`src/verilog/sar_pkg.sv`:
```
package sar_pkg;
  localparam logic [7:0]  SAR_CMD_SHIFT     = 8'hA5;
  localparam logic [7:0]  SAR_CMD_START     = 8'hA9;
  localparam logic [7:0]  SAR_LEN_SHIFT     = 8'h01;
  localparam logic [7:0]  SAR_LEN_START     = 8'h02;
  localparam logic [1:0]  SAR_SHIFT_RST     = 2'h0;
  localparam logic [10:0] SAR_START_RST     = 11'h000;
  localparam logic [10:0] SAR_START_MAX_1K  = 11'h3FF;
  localparam logic [10:0] SAR_START_MAX_2K  = 11'h7FF;
  localparam logic [11:0] SAR_FIRST_OFFSET  = 12'h001;
  localparam int          SAR_SHIFT_W       = 2;
  localparam int          SAR_START_W       = 11;

  typedef enum logic [2:0] {
    SAR_IDLE,
    SAR_WDATA0,
    SAR_WDATA1,
    SAR_RESP0,
    SAR_RESP1
  } sar_state_t;

  typedef struct packed {
    sar_state_t             state;
    logic                   is_start;
    logic [7:0]             low_byte;
    logic [SAR_SHIFT_W-1:0] shift;
    logic [SAR_START_W-1:0] start;
    logic                   rsp_valid;
    logic                   rsp_last;
    logic [7:0]             rsp_data;
    logic [7:0]             rsp_cmd;
    logic [7:0]             rsp_len;
  } sar_regs_t;
endpackage
```
`src/verilog/sar_cmd.sv`:
```
`timescale 1ns/100ps
`default_nettype none
module sar_cmd
  import sar_pkg::*;
(
  // Clock, reset and sensor size select
  input  wire logic                   clk_i,
  input  wire logic                   reset_i,
  input  wire logic                   sensor_2k_i,
  // Framed command in
  input  wire logic                   cmd_valid_i,
  input  wire logic [7:0]             command_identifier_i,
  input  wire logic                   cmd_read_i,
  input  wire logic [7:0]             cmd_len_i,
  input  wire logic                   data_valid_i,
  input  wire logic [7:0]             data_i,
  output logic                        cmd_ready_o,
  // Response out
  output logic                        rsp_valid_o,
  output logic [7:0]                  rsp_cmd_o,
  output logic                        rsp_read_o,
  output logic [7:0]                  rsp_len_o,
  output logic [7:0]                  rsp_data_o,
  output logic                        rsp_last_o,
  input  wire logic                   rsp_ready_i,
  // Settings to datapath
  output logic [SAR_SHIFT_W-1:0]      shift_o,
  output logic [3:0]                  gain_o,
  output logic [SAR_START_W-1:0]      start_o,
  output logic [SAR_START_W:0]        first_pixel_o
);
  sar_regs_t r_r;
  sar_regs_t r_nxt;
  logic [15:0] wval;
  logic [SAR_START_W-1:0] lim;

  assign lim = sensor_2k_i ? SAR_START_MAX_2K : SAR_START_MAX_1K;

  always_comb begin
    r_nxt = r_r;
    wval  = {data_i, r_r.low_byte};
    case (r_r.state)
      SAR_IDLE: begin
        if (cmd_valid_i && command_identifier_i == SAR_CMD_SHIFT && cmd_len_i == SAR_LEN_SHIFT) begin
          r_nxt.is_start = 1'b0;
          if (cmd_read_i) begin
            r_nxt.state     = SAR_RESP1;
            r_nxt.rsp_valid = 1'b1;
            r_nxt.rsp_last  = 1'b1;
            r_nxt.rsp_cmd   = SAR_CMD_SHIFT;
            r_nxt.rsp_len   = SAR_LEN_SHIFT;
            r_nxt.rsp_data  = {6'h00, r_r.shift};
          end else begin
            r_nxt.state = SAR_WDATA1;
          end
        end else if (cmd_valid_i && command_identifier_i == SAR_CMD_START
                     && cmd_len_i == SAR_LEN_START) begin
          r_nxt.is_start = 1'b1;
          if (cmd_read_i) begin
            r_nxt.state     = SAR_RESP0;
            r_nxt.rsp_valid = 1'b1;
            r_nxt.rsp_last  = 1'b0;
            r_nxt.rsp_cmd   = SAR_CMD_START;
            r_nxt.rsp_len   = SAR_LEN_START;
            r_nxt.rsp_data  = r_r.start[7:0];
          end else begin
            r_nxt.state = SAR_WDATA0;
          end
        end
      end
      SAR_WDATA0: begin
        if (data_valid_i) begin
          r_nxt.low_byte = data_i;
          r_nxt.state    = SAR_WDATA1;
        end
      end
      SAR_WDATA1: begin
        if (data_valid_i) begin
          r_nxt.state = SAR_IDLE;
          if (r_r.is_start) begin
            if (wval[SAR_START_W-1:0] <= lim && wval[15:SAR_START_W] == 5'h00)
              r_nxt.start = wval[SAR_START_W-1:0];
          end else begin
            r_nxt.shift = data_i[SAR_SHIFT_W-1:0];
          end
        end
      end
      SAR_RESP0: begin
        if (rsp_ready_i) begin
          r_nxt.state    = SAR_RESP1;
          r_nxt.rsp_last = 1'b1;
          r_nxt.rsp_data = {5'h00, r_r.start[SAR_START_W-1:8]};
        end
      end
      SAR_RESP1: begin
        if (rsp_ready_i) begin
          r_nxt.state     = SAR_IDLE;
          r_nxt.rsp_valid = 1'b0;
          r_nxt.rsp_last  = 1'b0;
        end
      end
      default: r_nxt.state = SAR_IDLE;
    endcase
    if (reset_i) begin
      r_nxt           = '0;
      r_nxt.state     = SAR_IDLE;
      r_nxt.shift     = SAR_SHIFT_RST;
      r_nxt.start     = SAR_START_RST;
    end
  end

  always_ff @(posedge clk_i) begin
    r_r <= r_nxt;
  end

  assign cmd_ready_o   = (r_r.state == SAR_IDLE);
  assign rsp_valid_o   = r_r.rsp_valid;
  assign rsp_cmd_o     = r_r.rsp_cmd;
  assign rsp_read_o    = 1'b0;
  assign rsp_len_o     = r_r.rsp_len;
  assign rsp_data_o    = r_r.rsp_data;
  assign rsp_last_o    = r_r.rsp_last;
  assign shift_o       = r_r.shift;
  assign gain_o        = 4'h1 << r_r.shift;
  assign start_o       = r_r.start;
  assign first_pixel_o = {1'b0, r_r.start} + SAR_FIRST_OFFSET;
endmodule
`default_nettype wire

```
`config.mk`:
```
export PLATFORM = sky130hd
export DESIGN_NAME = sar_cmd
export DESIGN_NICKNAME = d
export VERILOG_FILES = /design/src/verilog/sar_pkg.sv /design/src/verilog/sar_cmd.sv
export SDC_FILE = /design/constraint.sdc
export NUM_CORES = 1
export LEC_CHECK = 0
export ABC_AREA = 1
export BUFFER_PORTS_ARGS = -buffer_cell sky130_fd_sc_hd__clkbuf_2
export CAP_MARGIN = 15
export CORE_ASPECT_RATIO = 2
export CORE_MARGIN = 5
export CORE_UTILIZATION = 51
export DETAILED_ROUTE_END_ITERATION = 6
export HOLD_SLACK_MARGIN = 0.12
export PLACE_DENSITY = 0.9
export RECOVER_POWER = 50
export SYNTH_ARGS = -nofsm -noshare
export SYNTH_HDL_FRONTEND = slang
export SYNTH_SLANG_ARGS = --single-unit
```
`constraint.sdc`:
```
create_clock -name clk_i -period 1.95 [get_ports clk_i]
set_input_delay 0.0975 -clock clk_i [delete_from_list [all_inputs] [get_ports clk_i]]
set_output_delay 0.0975 -clock clk_i [all_outputs]
set_load 0.005 [all_outputs]
```
== Yosys cells after proc, flatten, opt, wreduce, memory -nomap -nowiden ==
Cells that the tools add are included.

* Register bits: 51
* Input bits: 31
* Output and inout port bits: 57
* Logic and storage cells: 70

* Add/sub/neg operators: 1
* Magnitude comparators: 1
* Eq/ne operators: 17
* Shift operators: 1
* Muxes and demuxes: 19
* Bitwise gates (word level): 1
* Reduce and logical (&&, ||, !) cells: 20

{| class="wikitable"
|+ Operators by type and width
! operator !! count
|-
| $mux 26 || 4
|-
| $eq 8x8->1 const B || 2
|-
| $pmux 8 s2 || 1
|-
| $mux 3 || 5
|-
| $pmux 3 s5 || 1
|-
| $reduce_and 5->1 || 3
|-
| $add 11x1->12 const B || 1
|-
| $ne 2x2->1 const B || 6
|-
| $le 11x11->1 || 1
|-
| $mux 11 || 1
|-
| $mux 9 || 1
|-
| $eq 8x1->1 const B || 1
|-
| $eq 8x2->1 const B || 1
|-
| $mux 4 || 2
|-
| $reduce_and 4->1 || 2
|-
| $eq 3x2->1 const B || 2
|-
| $ne 3x3->1 const B || 2
|-
| $reduce_and 6->1 || 1
|-
| $reduce_bool 2->1 || 3
|-
| $logic_and 1x1->1 || 5
|-
| $logic_not 5->1 || 1
|-
| $mux 2 || 2
|-
| $reduce_and 2->1 || 2
|-
| $shl 1x2->4 const A || 1
|-
| other kinds (9) || 9
|}

== Logic depth before layout (Yosys ltp) ==
* Depth in word-level cells: 6
* Depth in mapped cells: 13
* Depth with buffers taken out: 12

== Least setup slack after synthesis ==
No wires, ideal clock.

* Path kind: register to output
* From: reg r_r (netlist bit start_o[0])
* To: out first_pixel_o[10]
* Arrival: 1.326 ns
* Data required time: 1.852 ns
* Setup slack: 0.527 ns
* Cell stages (with the launch flop): 8
* Path buffers: 0
* Cell sequence: dfxtp_1 -> ha_1 -> nand3_1 -> nor2_1 -> nand2_1 -> nor3_1 -> nand3_1 -> xor2_1

* Cells in the longest elaborated chain, start to end: 1

{| class="wikitable"
|+ RTL lines
! what !! RTL line !! source
|-
| start, declared || sar_cmd.sv:32 || <nowiki>sar_regs_t r_r;</nowiki>
|-
| start signal, assigned || sar_cmd.sv:113 || <nowiki>r_r <= r_nxt;</nowiki>
|-
| $add 11x1->12 || sar_cmd.sv:126 || <nowiki>assign first_pixel_o = {1'b0, r_r.start} + SAR_FIRST_OFFSET;</nowiki>
|-
| end, declared || sar_cmd.sv:30 || <nowiki>output logic [SAR_START_W:0] first_pixel_o</nowiki>
|}

No other way between the ends.

== Worst setup path after layout ==
Ends and elaborated chain as after synthesis.

==> metrics <==
Placed Cells 472; CP Class register to output port; max_cap viols 0; antenna fix cells 0; Area Overhead vs Synth 16.90%; Hold Crit Class primary input to register; Detailed Route WL 6.284 mm; final core occ 61.37%; synthesized flop and latch total 38; peak fanout along the critical path 5; Synth Instances 372; Syn Area/Cell 6.865 sq um; CP endpoint kind output port; initial core utilization 52.49%; number of port buffers 77; combinational fraction of design power 43.9%; yosys warns 0; pwr dens 1128 nW/um^2; Cell variety after synth 29; vias in the first global route 2335; clk_skew 0.006155 ns; 1st-pass router iterations 4; arrival time at the worst endpoint 1.88 ns; sequential share of the synthesized area 29.79%; proportion of layout cells with a drive suffix above 1 28.24%; worst-margin pin slew 0.7171 ns; failing checks negative setup slack; Max Fclk 506.6 MHz; post-DP HPWL 4.751 mm; Final ANT Viol Nets 0; die height 110.1 um; vias per cell 5.090; worst setup slack after layout -0.02384 ns; largest net degree at the start of global routing 29; Post-layout nets 466; final hold viol count 0; Die Width 60.04 um; Root Driver clkbuf_8; gpl congestion 0.9138; Switching Fraction 40.89%; Clock Latency Late Sink 0.30 ns; io pins 88; grt total ovfl 0; status complete, but fails checks; clock-pin slew on the worst setup and hold paths 0.08 ns; commonest non-fill, non-tap cell in the layout clkbuf_2; Final Non-Filler Cells 489; post-route DRC violation count 0; Slew HR 52.14%; Tmin final 1.974 ns; clock buffer count from CTS 5; area of the die 6608 sq um; Netlist Area Pre-Place 2554 sq um; Core ar. 4865 sq um; # rows 36; initial antenna violation count 0; Reg power frac 32.1%; 1st-iter DRT viols 96; Pint 1.990 mW; H-Tree Level Count 2; period utilization 101.2%; global-route wire length before repair 9.694 mm; Longest Clk Path Bufs 2; wire per inst 12.85 um; most frequent cells in the layout clkbuf_2 (67), nor2_1 (59), nand2_1 (48), inv_1 (48), dfxtp_1 (35); worst hold stages 3; final setup fails 1; Clk pwr share 24.0%; leakage 1.484 nW; cells on worst reg2reg path 6; Fillers 429; CP Launch Type register; Sink Count 38; required time of the critical path 1.85 ns; Net Switching 1.376 mW; GRT Overall Usage 18.94%; Peak VDD IR 0.8171 mV; CTS tree yes; Slew Limit Fails 0; Vias 2489
what timing repair did:
item / 4_1_cts / 5_1_grt
endpoints found under the setup margin: 1 / 3
buffers inserted: 0 / 2
pin swaps: 0 / 2
endpoints found under the hold margin: 10 / 0
hold buffers: 7 / 0
gates resized for setup: 3 / 9
power by group through the flow:
stage	logic (mW)	registers, mW	clock network (mW)
2_1_floorplan	1.22	1.07	0
3_3_place_gp	1.41	1.09	0
3_5_place_dp	1.44	1.10	0
4_1_cts	1.49	1.08	0.814
5_1_grt	1.68	1.11	0.837
6_report	1.48	1.08	0.809
cells in the mapped netlist:
cell	instances	share of area, %
buf_2	4	0.78
buf_4	38	11
o31ai_1	1	0.29
inv_2	6	0.88
and3_1	1	0.25
nor2_1	59	8.7
nand4_1	4	0.98
nor2_4	4	1.8
o21ai_0	24	4.7
buf_6	2	0.88
ha_1	4	2.0
o21ai_1	3	0.59
nand3_1	21	4.1
nand2_2	6	1.5
inv_1	48	7.1
conb_1	1	0.15
nor4_1	1	0.25
nand2_1	48	7.1
nand3_4	5	3.4
nor3_2	4	1.6
dfxtp_1	38	30
nor2_2	6	1.5
xor2_1	9	3.1
nand2_4	2	0.88
clkbuf_1	2	0.29
nor3_1	3	0.59
a21oi_1	26	5.1
o21bai_1	1	0.29
nand4_2	1	0.49
per-layer routing:
metal  wire length, um  vias up  GRT usage [%]
met5                 0        -              0
met4               440        0          13.47
met3               471       38          3.147
met2              3273      119          34.06
met1              2098     1097          18.64
li1                  -     1235              -
critical path: stages, from the launching register on:
cell and delay (ns):
dfxtp_4 0.38, ha_4 0.14, nand3_2 0.09, nor2_1 0.14, nand2_1 0.09, nor3_2 0.23, nand3_1 0.14, xor2_1 0.21
buf_2 0.15
final cells by class:
cell class | instances | area (sq um) | area share, %
repair buffers | 89 | 481.7 | 16.14
flip-flops and latches | 38 | 769.5 | 25.78
well taps | 57 | 71.32 | 2.389
clock inverters | 3 | 68.82 | 2.305
multi-input cells | 243 | 1323 | 44.30
inverters | 54 | 202.7 | 6.790
clock buffers | 5 | 68.82 | 2.305
flip-flops by register name, summed over array words and instances, names as in the netlist:
register	count
rsp_last_o	1
r_r	12
rsp_valid_o	1
rsp_cmd_o	3
start_o	11
rsp_data_o	8
shift_o	2
through the flow:
step | area, sq um | hold WS (ns) | worst slack [ns] | power (mW) | setup TNS (ns)
finish | 2985 | 0.1233 | -0.02384 | 3.366 | -0.02384
global route | 2985 | 0.1726 | -0.1528 | 3.622 | -0.3203
CTS | 2947 | 0.1218 | 0.04425 | 3.387 | 0
detailed placement | 2731 | 0.2967 | 0.2242 | 2.541 | 0
global placement | 2731 | 0.2926 | 0.3735 | 2.495 | 0
floorplan | 2587 | 0.1666 | 0.5266 | 2.286 | 0
worst paths after layout:
path / from / slack [ns] / endpoint
worst max-delay path: start_o[0] / -0.02 / first_pixel_o[10]
worst min-delay path: data_i[5] / 0.12 / r_r[44]
worst min register to register: r_r[44] / 0.47 / r_r[44]
worst max register to register: r_r[49] / 0.32 / start_o[7]
logic make-up after synthesis:
logic type,share of synthesized area (%)
other,0.1468
flip-flops,29.79
XOR/XNOR,3.087
buffers and inverters,21.07
AND/OR/NAND/NOR,32.97
AO/OA/AOI/OAI,10.98
adder cells (fa/ha/maj),1.960
(Power assumes the default switching activity.)
